[config.mk]
export PLATFORM = sky130hd
export DESIGN_NAME = prs_por_seq
export DESIGN_NICKNAME = d
export VERILOG_FILES = /design/src/hw/prs_pkg.sv /design/src/hw/prs_por_seq.sv
export VERILOG_INCLUDE_DIRS = /design/src /design/src/hw
export SDC_FILE = /design/constraint.sdc
export NUM_CORES = 1
export LEC_CHECK = 0
export BUFFER_PORTS_ARGS = -buffer_cell sky130_fd_sc_hd__buf_2
export CAP_MARGIN = 40
export CORE_MARGIN = 2
export CORE_UTILIZATION = 45
export DETAILED_ROUTE_END_ITERATION = 7
export HOLD_SLACK_MARGIN = 0.05
export PLACE_DENSITY_LB_ADDON = 0.25
export SLEW_MARGIN = 10
export SYNTH_ARGS = -nofsm -noshare
export SYNTH_HDL_FRONTEND = slang
export SYNTH_SLANG_ARGS = --single-unit
[constraint.sdc]
create_clock -name ref_clk -period 4.02 [get_ports ref_clk]
set_clock_uncertainty 0.1 [all_clocks]
set_input_delay 0.804 -clock ref_clk [delete_from_list [all_inputs] [get_ports ref_clk]]
set_output_delay 0.804 -clock ref_clk [all_outputs]
set_load 0.1 [all_outputs]
[src/hw/prs_map.svh]
// constants for the power-on reset sequencer
// assumes inclusion by bare name from design files
`ifndef PRS_MAP_SVH
`define PRS_MAP_SVH
`define PRS_CLK_PERIOD_NS 8
`define PRS_RELEASE_DELAY_NS 2000
`define PRS_RELEASE_CYCLES ((`PRS_RELEASE_DELAY_NS + `PRS_CLK_PERIOD_NS - 1) / `PRS_CLK_PERIOD_NS)
`define PRS_PULSE_LOW_NS 1000
`define PRS_PULSE_LOW_CYCLES ((`PRS_PULSE_LOW_NS + `PRS_CLK_PERIOD_NS - 1) / `PRS_CLK_PERIOD_NS)
`define PRS_PULSE_HIGH_CYCLES 1
`define PRS_ADDR_RESET 24'h000000
`endif

[src/hw/prs_pkg.sv]
// types for the power-on reset sequencer
// assumes no surroundings
package prs_pkg;
  typedef enum logic [1:0] {PRS_POWER_WAIT, PRS_DELAY, PRS_RUN} prs_state_t;
  typedef enum logic [1:0] {PRS_CF_IDLE, PRS_CF_LOW, PRS_CF_HIGH} prs_cf_t;
endpackage

[src/hw/prs_por_seq.sv]
// power-on and pin-driven reset sequencer of a configuration memory
// assumes power-good inputs and pins synchronous to ref_clk
`timescale 1ns/1ns
`default_nettype none
`include "prs_map.svh"

module prs_por_seq
  import prs_pkg::*;
#(
  parameter bit PARALLEL = 1'b1,
  parameter int RELEASE_CYCLES = `PRS_RELEASE_CYCLES,
  parameter int PULSE_LOW_CYCLES = `PRS_PULSE_LOW_CYCLES,
  parameter int ADDR_W = 24
)
(
  // clock and reset
  input wire logic ref_clk,
  input wire logic rst,
  // supply monitors
  input wire logic coreGood,
  input wire logic outGood,
  // open-drain release line
  input wire logic oeResetIn_n,
  output logic oeResetOut,
  output logic oeResetOe,
  // chip enable
  input wire logic chipEnable_n,
  output logic chipEnableOut_n,
  // configuration pulse pin, open drain with brief high drive
  input wire logic configPulseIn_n,
  output logic configPulseOut_n,
  output logic configPulseOe,
  // configuration instruction from the test port
  input wire logic configTrigger,
  // data path
  input wire logic addrAdvance,
  output logic [ADDR_W-1:0] readAddr,
  output logic dataOe,
  output logic revisionReset,
  output logic inReset
);

  prs_state_t state;
  prs_cf_t cfState;
  logic [31:0] delayCnt;
  logic [31:0] pulseCnt;
  logic powerGood;
  logic pinReset;

  assign powerGood = PARALLEL ? (coreGood && outGood) : coreGood;
  assign pinReset = !oeResetIn_n || chipEnable_n || (PARALLEL && !configPulseIn_n);

  // ----------------------------------------
  // power-on sequence
  // ----------------------------------------
  // restart on power drop
  always_ff @(posedge ref_clk)
  begin
    if (rst || !powerGood)
    begin
      state <= PRS_POWER_WAIT;
      delayCnt <= 32'h0;
    end
    else
    begin
      case (state)
        PRS_POWER_WAIT:
        begin
          state <= PRS_DELAY;
          delayCnt <= 32'h0;
        end
        PRS_DELAY:
        begin
          if (delayCnt >= 32'(RELEASE_CYCLES - 1))
            state <= PRS_RUN;
          else
            delayCnt <= delayCnt + 32'h1;
        end
        PRS_RUN: state <= PRS_RUN;
        default: state <= PRS_POWER_WAIT;
      endcase
    end
  end

  // drive low until released, never driven high
  assign oeResetOut = 1'b0;
  assign oeResetOe = (state != PRS_RUN);

  // ----------------------------------------
  // reset effects
  // ----------------------------------------
  // reset state of outputs
  always_ff @(posedge ref_clk)
  begin
    if (rst || state != PRS_RUN || pinReset)
    begin
      inReset <= 1'b1;
      readAddr <= ADDR_W'(`PRS_ADDR_RESET);
      chipEnableOut_n <= 1'b1;
      dataOe <= 1'b0;
    end
    else
    begin
      inReset <= 1'b0;
      chipEnableOut_n <= 1'b0;
      dataOe <= 1'b1;
      if (addrAdvance)
        readAddr <= readAddr + ADDR_W'(1);
    end
  end

  // revision reset on low config pin, parallel variant only
  always_ff @(posedge ref_clk)
  begin
    if (rst)
      revisionReset <= 1'b0;
    else
      revisionReset <= PARALLEL && !configPulseIn_n;
  end

  // ----------------------------------------
  // configuration pulse
  // ----------------------------------------
  // low, brief high, release
  always_ff @(posedge ref_clk)
  begin
    if (rst)
    begin
      cfState <= PRS_CF_IDLE;
      pulseCnt <= 32'h0;
    end
    else
    begin
      case (cfState)
        PRS_CF_IDLE:
        begin
          pulseCnt <= 32'h0;
          if (configTrigger)
            cfState <= PRS_CF_LOW;
        end
        PRS_CF_LOW:
        begin
          if (pulseCnt >= 32'(PULSE_LOW_CYCLES - 1))
          begin
            cfState <= PRS_CF_HIGH;
            pulseCnt <= 32'h0;
          end
          else
            pulseCnt <= pulseCnt + 32'h1;
        end
        PRS_CF_HIGH:
        begin
          if (pulseCnt >= 32'(`PRS_PULSE_HIGH_CYCLES - 1))
            cfState <= PRS_CF_IDLE;
          else
            pulseCnt <= pulseCnt + 32'h1;
        end
        default: cfState <= PRS_CF_IDLE;
      endcase
    end
  end

  assign configPulseOe = (cfState != PRS_CF_IDLE);
  assign configPulseOut_n = (cfState == PRS_CF_HIGH);
endmodule
`default_nettype wire

==> impl_results.md, run 1 <==
- PostCTS Resize Cnt: 0
- Nets in the synthesized netlist: 391
- Synthesis-stage register bit count: 95
- Area taken by flip-flops and latches: 1900 µm²
- Start point of the critical path: cfState[1]$_SDFFE_PP0P_
- Crit Reg-Reg Endpoint: pulseCnt[10]$_SDFFE_PP0P_
- Global-route wire length before repair: 11.0 mm
- Gate count of the mapped netlist: 373
- Detailed Route Iter0 Violations: 76
- Number of max-capacitance violations reported: 0
- Area used by multi-input combinational logic: 1540 µm²
- Initial Utilization: 46.4%
- Router iterations before antenna repair: 5
- Register-to-Register Setup Slack: 1930 ps
- Post-detail-place hpwl: 4.35 mm
- Maximum clock frequency: 383 MHz
- Die outline area: 8660 µm²
- Library cell used as clock root buffer: sky130_fd_sc_hd__clkbuf_8
- Max-slew headroom: 51.7%
- Status: completed
- Min-delay worst type: reg2reg
- Arrival time of the worst setup path: 1710 ps
- Chip Height: 93.1 µm
- Number of hold violations in the final report: 0
- Total clock sinks: 95
- Final-report setup violation count: 0
- I/O pin count: 41
- DIE WIDTH: 93.1 µm
- Power density normalized to cell area: 409 nW/µm²
- Most common cell after layout, fill and taps aside: sky130_fd_sc_hd__dfxtp_1
- Worst-path fanout max: 15
- Remaining DRCs: 0
- Number of global-route vias before repair: 2454
- Routed wire per std cell: 12.1 µm
- Pin count of the biggest net entering global routing: 33
- Unrepaired setup endpoints after global routing: false
- Fraction of the yosys area taken by sequential cells: 53.3%
- Final #Nets: 429
- Startpoint class of the critical path: flop
- Clock Path Buffers: 2
- Number of cells traversed by the worst register-to-register path: 5
- Summed instance area of the synthesized netlist: 3570 µm²
- Share of flip-flops with an asynchronous set or reset: 0%
- Total congestion overflow: 0
- Type of destination of the critical path: output pin
- Leakage: 1.67 nW
- Data required time of the worst path: 3120 ps
- Layout cells sized above 1: 14.9%
- Post-CTS Setup Inserts: 0
- Post-Route WL: 6.27 mm
- Clock period minus final worst setup slack: 2610 ps
- Clock-pin slew of the registers on the worst-case setup and hold paths: 90 ps
- Clock latency on the worst-skew pair: 350 ps
- Post-placement setup slack: 1600 ps
- Total negative slack: 0 ps
- Peak supply drop: 0.273 mV
- Total chip power: 1.66 mW
- Vias per cell: 5.04
- Worst slew pin tran: 717 ps
- Antenna cell count: 0
- Number of buffers added on ports: 39
- Main synth FF type: sky130_fd_sc_hd__dfxtp_1
- Reg2Reg Launch Point: cfState[1]$_SDFFE_PP0P_
- Clock tree from TritonCTS: done
- Vias after detailed routing: 2609
- Fill count: 721
- Worst Slack Setup Final: 1410 ps
- Cell row count: 32
- End of the critical path: configPulseOut_n
- Fraction of the cycle the final worst path needs: 65.0%
- Initial antenna violation count: 0
- Final max-slew violation count: 0
- EDFF count, synth: 0
- Most used cells in the layout excluding fill and tap cells: sky130_fd_sc_hd__dfxtp_1, sky130_fd_sc_hd__and2_1, sky130_fd_sc_hd__buf_2
- Mean post-synth cell area: 9.57 µm²
- Antenna violation net count after detailed routing: 0
- Global-route usage over all layers: 15.8%
- Total CTS buffers: 9
- Hold bufs inserted after CTS: 0
- H-tree lvl count: 3
- Count of cell types in the netlist: 40
- Count of yosys warnings during synthesis: 0
- Synthesis-to-layout area growth: 13.6%
- RePlAce Congestion: 0.798
- Critical path start-end classification: reg2out
- Area of the placeable core: 7690 µm²
routing by layer:
| layer | part of all wire [%] | routed length, µm | GRT usage (%) |
|---|---|---|---|
| met5 | 0 | 0 | 0 |
| met4 | 1.3 | 82 | 5.88 |
| met3 | 3.0 | 185 | 4.35 |
| met2 | 46 | 2880 | 25.7 |
| met1 | 50 | 3120 | 20.0 |
cells in the mapped netlist (5+ instances only):
master                      n  area share, %
sky130_fd_sc_hd__dfxtp_1   95             53
sky130_fd_sc_hd__and2_1    43            7.5
sky130_fd_sc_hd__nor2_1    33            3.5
sky130_fd_sc_hd__nand2_1   19            2.0
sky130_fd_sc_hd__inv_1     17            1.8
sky130_fd_sc_hd__nand3_1   15            2.1
sky130_fd_sc_hd__xor2_1    15            3.7
sky130_fd_sc_hd__nand4_1   14            2.5
sky130_fd_sc_hd__and3_1    12            2.1
sky130_fd_sc_hd__nor4_1    12            2.1
sky130_fd_sc_hd__clkbuf_1  10            1.1
sky130_fd_sc_hd__o21ai_0   10            1.4
sky130_fd_sc_hd__a21oi_1    9            1.3
sky130_fd_sc_hd__ha_1       9            3.2
sky130_fd_sc_hd__nor3_1     7           0.98
sky130_fd_sc_hd__and4_1     5            1.2
sky130_fd_sc_hd__mux2i_1    5            1.4
sky130_fd_sc_hd__xnor2_1    5            1.2
worst max-delay path: stages, from the launching register on:
cell	delay [ps]
sky130_fd_sc_hd__dfxtp_1	600
sky130_fd_sc_hd__inv_1	200
sky130_fd_sc_hd__nor2_1	120
sky130_fd_sc_hd__buf_2	430
metrics by stage:
step / cell area [µm²] / cells / hold WS [ps] / utilization [%]
after floorplan: 3570 / 373 / 316 / -
after global placement: 3850 / 502 / 326 / 50.0
after detailed placement: 3850 / 502 / 342 / 50.0
after CTS: 4060 / 518 / 355 / 52.8
after global routing: 4060 / 518 / 379 / 52.8
final: 4060 / 518 / 350 / 52.8
worst min path at each step:
stage                                    from                   endpoint  slack (ps)  cells after the start
floorplan            delayCnt[7]$_SDFFE_PP0P_   delayCnt[7]$_SDFFE_PP0P_         320                      2
global placement     delayCnt[7]$_SDFFE_PP0P_   delayCnt[7]$_SDFFE_PP0P_         330                      2
detailed placement   delayCnt[7]$_SDFFE_PP0P_   delayCnt[7]$_SDFFE_PP0P_         340                      2
CTS                  delayCnt[7]$_SDFFE_PP0P_   delayCnt[7]$_SDFFE_PP0P_         350                      2
global route        delayCnt[26]$_SDFFE_PP0P_  delayCnt[26]$_SDFFE_PP0P_         380                      1
finish               delayCnt[7]$_SDFFE_PP0P_   delayCnt[7]$_SDFFE_PP0P_         350                      2
power breakdown:
group / leakage [nW] / switching (mW) / internal [mW]
registers: 0.766 / 0.00498 / 0.944
clock network: 0.107 / 0.320 / 0.324
logic: 0.795 / 0.0490 / 0.0159
total: 1.67 / 0.374 / 1.28
state kept, by name, indices dropped and copies added (netlist names):
| signal | count |
|---|---|
| revisionReset | 1 |
| state | 2 |
| readAddr | 24 |
| inReset | 1 |
| dataOe | 1 |
| delayCnt | 32 |
| cfState | 2 |
| pulseCnt | 32 |
final cells by class:
cell class | count | share of cell area (%)
Clock buffer | 12 | 3.83
Clock inverter | 4 | 1.30
Inverter | 17 | 1.57
Multi-Input combinational cell | 246 | 37.9
Sequential cell | 95 | 46.9
Tap cell | 102 | 3.15
Timing Repair Buffer | 42 | 5.37
cell families (layout without fill, tap and decap cells):
family / after synthesis / after routing / share of synthesized area (%)
multiplexers: 5 / 5 / 1.40
adder cells (fa/ha/maj): 9 / 9 / 3.15
buffers and inverters: 32 / 75 / 3.68
XOR/XNOR: 20 / 20 / 4.91
flip-flops: 95 / 95 / 53.3
AND/OR/NAND/NOR: 181 / 181 / 28.3
AO/OA/AOI/OAI: 30 / 30 / 5.15
other: 1 / 1 / 0.105
No activity file was read; power rests on OpenSTA's default activity.
==> run 2, diff against run 1 <==
clock period = 2.7 ns   (was 4.02 ns; I/O delays follow)
==> impl_results.md, run 2 (synthesis gave the netlist of run 1 again) <==
- Type of destination of the critical path: output pin
- Worst-path fanout max: 15 (unchanged)
- Antenna cell count: 0 (unchanged)
- Final-report setup violation count: 0 (unchanged)
- Most used cells in the layout excluding fill and tap cells: sky130_fd_sc_hd__dfxtp_1, sky130_fd_sc_hd__and2_1, sky130_fd_sc_hd__buf_2
- Area of the placeable core: 7690 µm² (unchanged)
- Leakage: 1.66 nW (-0.29%)
- PostCTS Resize Cnt: 0 (unchanged)
- Router iterations before antenna repair: 4 (-1)
- Vias per cell: 4.97 (-1.4%)
- Detailed Route Iter0 Violations: 81 (+6.6%)
- Hold bufs inserted after CTS: 0 (unchanged)
- Min-delay worst type: in2reg
- Final design utilization: 52.6% (-0.13 points)
- Cell-by-cell listing of the critical path: inv_1 -> nor2_1 -> buf_2
- Arrival time of the worst setup path: 1710 ps (about the same)
- Cell type of the slowest stage on the worst timing path: sky130_fd_sc_hd__dfxtp_1
- Post-placement setup slack: 567 ps (-1030 ps)
- Worst slew pin tran: 634 ps (-83.3 ps)
- Area taken by flip-flops and latches: 1900 µm² (unchanged)
- Reg2Reg Launch Point: cfState[1]$_SDFFE_PP0P_
- Power density normalized to cell area: 592 nW/µm² (+45%)
- Die outline area: 8660 µm² (unchanged)
- Data required time of the worst path: 2060 ps (-1060 ps)
- Max-slew headroom: 57.3% (+5.6 points)
- Clock period minus final worst setup slack: 2350 ps
- Area used by multi-input combinational logic: 1540 µm² (unchanged)
- Worst Slack Setup Final: 349 ps (-1060 ps)
- DIE WIDTH: 93.1 µm (unchanged)
- Global-route wire length before repair: 11.1 mm (+0.50%)
- Most common cell after layout, fill and taps aside: sky130_fd_sc_hd__dfxtp_1
- Total negative slack: 0 ps (unchanged)
- Global-route usage over all layers: 15.8% (+0.021 points)
- Fill count: 730 (+1.2%)
- Post-Route WL: 6.28 mm (+0.22%)
- Registers with the most flip-flops: delayCnt (32), pulseCnt (32), readAddr (24)
- H-tree lvl count: 3 (unchanged)
- Layout cells sized above 1: 15.3% (+0.44 points)
- Number of buffers added on ports: 39 (unchanged)
- Synthesis-to-layout area growth: 13.3%
- Initial antenna violation count: 0 (unchanged)
- Initial Utilization: 46.4% (unchanged)
- Clock latency on the worst-skew pair: 350 ps (about the same)
- I/O pin count: 41 (unchanged)
- Total CTS buffers: 9 (unchanged)
- Vias after detailed routing: 2578 (-1.2%)
- Number of global-route vias before repair: 2484 (+1.2%)
- Maximum clock frequency: 425 MHz
- Remaining DRCs: 0 (unchanged)
- Number of max-capacitance violations reported: 0 (unchanged)
- Chip Height: 93.1 µm (unchanged)
- Critical path start-end classification: reg2out
- Start point of the critical path: cfState[1]$_SDFFE_PP0P_
- Post-detail-place hpwl: 4.45 mm (+2.5%)
- Total clock sinks: 95 (unchanged)
- Total congestion overflow: 0 (unchanged)
- Clock Path Buffers: 2 (unchanged)
- RePlAce Congestion: 0.774 (-3.0%)
- Crit path largest cell delay: 590 ps (about the same)
- Antenna violation net count after detailed routing: 0 (unchanged)
- Unrepaired setup endpoints after global routing: false
- Hold Crit Start: configPulseIn_n
- Startpoint class of the critical path: flop
- Final max-slew violation count: 0 (unchanged)
- Final #Nets: 430 (+0.23%)
- Routed wire per std cell: 12.1 µm (about the same)
- Clock-pin slew of the registers on the worst-case setup and hold paths: 90 ps (about the same)
- Cell row count: 32 (unchanged)
- Post-CTS Setup Inserts: 0 (unchanged)
- Peak supply drop: 0.268 mV (-1.6%)
- Library cell used as clock root buffer: sky130_fd_sc_hd__clkbuf_8
- Fraction of the cycle the final worst path needs: 87.1%
- Clock tree from TritonCTS: done
- Pin count of the biggest net entering global routing: 27 (-18%)
- Status: completed
- Number of hold violations in the final report: 0 (unchanged)
-- run 2: metrics by stage --
| stage | total power [mW] | std cells | cell area (µm²) | hold slack [ps] |
|---|---|---|---|---|
| after floorplan | 1.52 | 373 | 3570 | 316 |
| after detailed placement | 1.54 | 503 | 3850 | 339 |
| final | 2.39 | 519 | 4050 | 284 |
| after CTS | 2.42 | 519 | 4050 | 264 |
| after global routing | 2.50 | 519 | 4050 | 266 |
| after global placement | 1.54 | 503 | 3850 | 327 |
-- run 2: worst paths after layout --
path / cells past startpoint / slack (ps) / endpoint
max reg2reg: 5 / 660 / pulseCnt[23]$_SDFFE_PP0P_
max: 3 / 350 / configPulseOut_n
min reg2reg: 2 / 350 / delayCnt[7]$_SDFFE_PP0P_
min: 2 / 280 / revisionReset$_SDFF_PP0_
-- run 2: layout make-up --
type                    instances  area share (%)
well taps                     102            3.15
repair buffers                 43            5.57
multi-input cells             246            38.0
clock buffers                  11            3.74
clock inverters                 5           0.959
flip-flops and latches         95            47.0
inverters                      17            1.58
-- run 2: power breakdown --
| group | switching (mW) | total (mW) | internal [mW] |
|---|---|---|---|
| clock | 0.489 | 0.883 | 0.394 |
| combinational | 0.0737 | 0.0978 | 0.0241 |
| sequential | 0.00741 | 1.41 | 1.41 |
-- run 2: routing by layer --
layer	part of all wire (%)	up-vias	track usage, %	wire [µm]
met1	52	1198	21.1	3250
li1	-	1348	-	-
met2	45	27	25.1	2830
met5	0	-	0	0
met4	1.0	0	6.25	65
met3	2.2	5	3.38	140
-- run 2: worst max-delay path, delay by kind of cell (launching register included) --
kind | cells | cell delay, ps
buf+inv | 2 | 640
simple gates | 1 | 130
flops | 1 | 590
==> run 3, diff against run 2 <==
CORE_UTILIZATION = 55   (was 45)
TNS_END_PERCENT = 50   (was unset)
==> impl_results.md, run 3 (synthesis gave the netlist of run 1 again) <==
- Status: completed
- Remaining DRCs: 0 (unchanged)
- Hold Crit Start: configPulseIn_n
- Global-route wire length before repair: 10.6 mm (-4.5%)
- Reg2Reg Launch Point: cfState[1]$_SDFFE_PP0P_
- Category of cells accounting for the largest share of critical-path delay: buffers and inverters
- Library cell used as clock root buffer: sky130_fd_sc_hd__clkbuf_8
- Clock Path Buffers: 2 (unchanged)
- Number of buffers added on ports: 39 (unchanged)
- PostCTS Resize Cnt: 0 (unchanged)
- Leakage: 1.66 nW (about the same)
- Total congestion overflow: 0 (unchanged)
- Crit path buffers/inverters: 2 (unchanged)
- Number of cells traversed by the worst register-to-register path: 5 (unchanged)
- Cell type of the slowest stage on the worst timing path: sky130_fd_sc_hd__dfxtp_1
- Data required time of the worst path: 2060 ps (about the same)
- Stages on the worst setup path: 3 (unchanged)
- Fraction of the cycle the final worst path needs: 85.8% (-1.2 points)
- Crit path largest cell delay: 580 ps (about the same)
- Worst hold margin: 268 ps (-16.4 ps)
- Peak supply drop: 0.451 mV (+68%)
- Clock tree from TritonCTS: done
- Number of hold violations in the final report: 0 (unchanged)
- End of the critical path: configPulseOut_n
- Post-detail-place hpwl: 4.30 mm (-3.5%)
- Antenna violation net count after detailed routing: 0 (unchanged)
- Antenna cell count: 0 (unchanged)
- Register-to-Register Setup Slack: 670 ps (about the same)
- Number of global-route vias before repair: 2419 (-2.6%)
- Final design utilization: 63.7% (+11 points)
- Highest routed metal layer: met4
- Router iterations before antenna repair: 4 (unchanged)
- Power density normalized to cell area: 608 nW/µm² (+2.7%)
- Layout cells sized above 1: 15.1% (-0.20 points)
- Max-slew headroom: 59.8% (+2.5 points)
- Clock period minus final worst setup slack: 2320 ps (-33.3 ps)
- Final #Nets: 429 (-0.23%)
- H-tree lvl count: 3 (unchanged)
- Critical path start-end classification: reg2out
- Cell row count: 29 (-9.4%)
- Total clock sinks: 95 (unchanged)
- Final non-filler cell area: 4020 µm² (-0.62%)
- DIE WIDTH: 84.6 µm (-9.1%)
- Detailed Route Iter0 Violations: 93 (+15%)
- Type of destination of the critical path: output pin
- Startpoint class of the critical path: flop
- Routed wire length on met2: 2.91 mm (+2.9%)
- Initial Utilization: 56.5% (+10 points)
- RePlAce Congestion: 0.800 (+3.3%)
- Number of max-capacitance violations reported: 0 (unchanged)
- Worst Slack Setup Final: 382 ps (+33.3 ps)
- Most common cell after layout, fill and taps aside: sky130_fd_sc_hd__dfxtp_1
- Die outline area: 7150 µm² (-17%)
- Most used cells in the layout excluding fill and tap cells: sky130_fd_sc_hd__dfxtp_1, sky130_fd_sc_hd__and2_1, sky130_fd_sc_hd__buf_2
- Area of the placeable core: 6310 µm² (-18%)
- Routed wire per std cell: 12.3 µm (+2.1%)
- Worst slew pin tran: 598 ps (-36.5 ps)
- Sum of routed wire segments on met1: 2.93 mm (-9.8%)
- Cell-by-cell listing of the critical path: inv_1 -> nor2_1 -> buf_2
- Final-report setup violation count: 0 (unchanged)
- Clock latency on the worst-skew pair: 350 ps (about the same)
- Post-Route WL: 6.09 mm (-3.1%)
- Clock-pin slew of the registers on the worst-case setup and hold paths: 90 ps (about the same)
- Post-CTS Setup Inserts: 0 (unchanged)
- Final max-slew violation count: 0 (unchanged)
- Synthesis-to-layout area growth: 12.6%
- Final std cells w/o fill: 493 (-5.0%)
- Placed instance count: 477 (-5.2%)
- Total chip power: 2.44 mW (+2.1%)
- Global-route usage over all layers: 17.9% (+2.1 points)
- Vias per cell: 5.26 (+6.0%)
- Area after detailed placement: 3820 µm² (-1.0%)
- Registers with the most flip-flops: delayCnt (32), pulseCnt (32), readAddr (24)
- Crit Reg-Reg Endpoint: pulseCnt[14]$_SDFFE_PP0P_
- Total negative slack: 0 ps (unchanged)
- Post-placement setup slack: 651 ps (+84.0 ps)
- Initial antenna violation count: 0 (unchanged)
- Fill count: 547 (-25%)
- Total CTS buffers: 9 (unchanged)
- DR WL met3: 201 µm (+44%)
- Hold bufs inserted after CTS: 0 (unchanged)
- Start point of the critical path: cfState[1]$_SDFFE_PP0P_
- Unrepaired setup endpoints after global routing: false
- Min-delay worst type: in2reg
- I/O pin count: 41 (unchanged)
- Worst-path fanout max: 15 (unchanged)
- Vias after detailed routing: 2595 (+0.66%)
- Maximum clock frequency: 431 MHz (+1.4%)
- Pin count of the biggest net entering global routing: 33 (+22%)
- Arrival time of the worst setup path: 1680 ps (-30 ps)
- Chip Height: 84.6 µm (-9.1%)
## run 3: changes by cell type in the layout (fill, tap and decap cells not counted), sizes merged
| cell | change |
|---|---|
| buf | -1 |
| bufinv | +1 |
| clkbuf | -2 |
| clkinv | +1 |
## run 3: worst min-delay path by stage
stage          cells past startpoint                        to  slack [ps]
3_3_place_gp                       2  delayCnt[7]$_SDFFE_PP0P_         330
6_report                           2  revisionReset$_SDFF_PP0_         270
4_1_cts                            2  revisionReset$_SDFF_PP0_         250
5_1_grt                            2  revisionReset$_SDFF_PP0_         240
3_5_place_dp                       2  delayCnt[7]$_SDFFE_PP0P_         340
2_1_floorplan                      2  delayCnt[7]$_SDFFE_PP0P_         320
## run 3: layout make-up
class | count | area (µm²) | share of cell area [%]
Clock buffer | 9 | 124 | 3.08
Clock inverter | 7 | 80.1 | 1.99
Inverter | 17 | 63.8 | 1.59
Multi-Input combinational cell | 246 | 1540 | 38.2
Sequential cell | 95 | 1900 | 47.3
Tap cell | 77 | 96.3 | 2.40
Timing Repair Buffer | 42 | 218 | 5.42
## run 3: power by group
| group | internal (mW) | leakage (nW) | switching [mW] |
|---|---|---|---|
| Combinational | 0.0238 | 0.795 | 0.0720 |
| Sequential | 1.41 | 0.766 | 0.00702 |
| Clock | 0.441 | 0.102 | 0.494 |
## run 3: per-layer routing
layer	vias up	track usage [%]
met3	6	6.39
met1	1207	22.2
met2	33	29.8
li1	1349	-
met4	0	4.76
met5	-	0
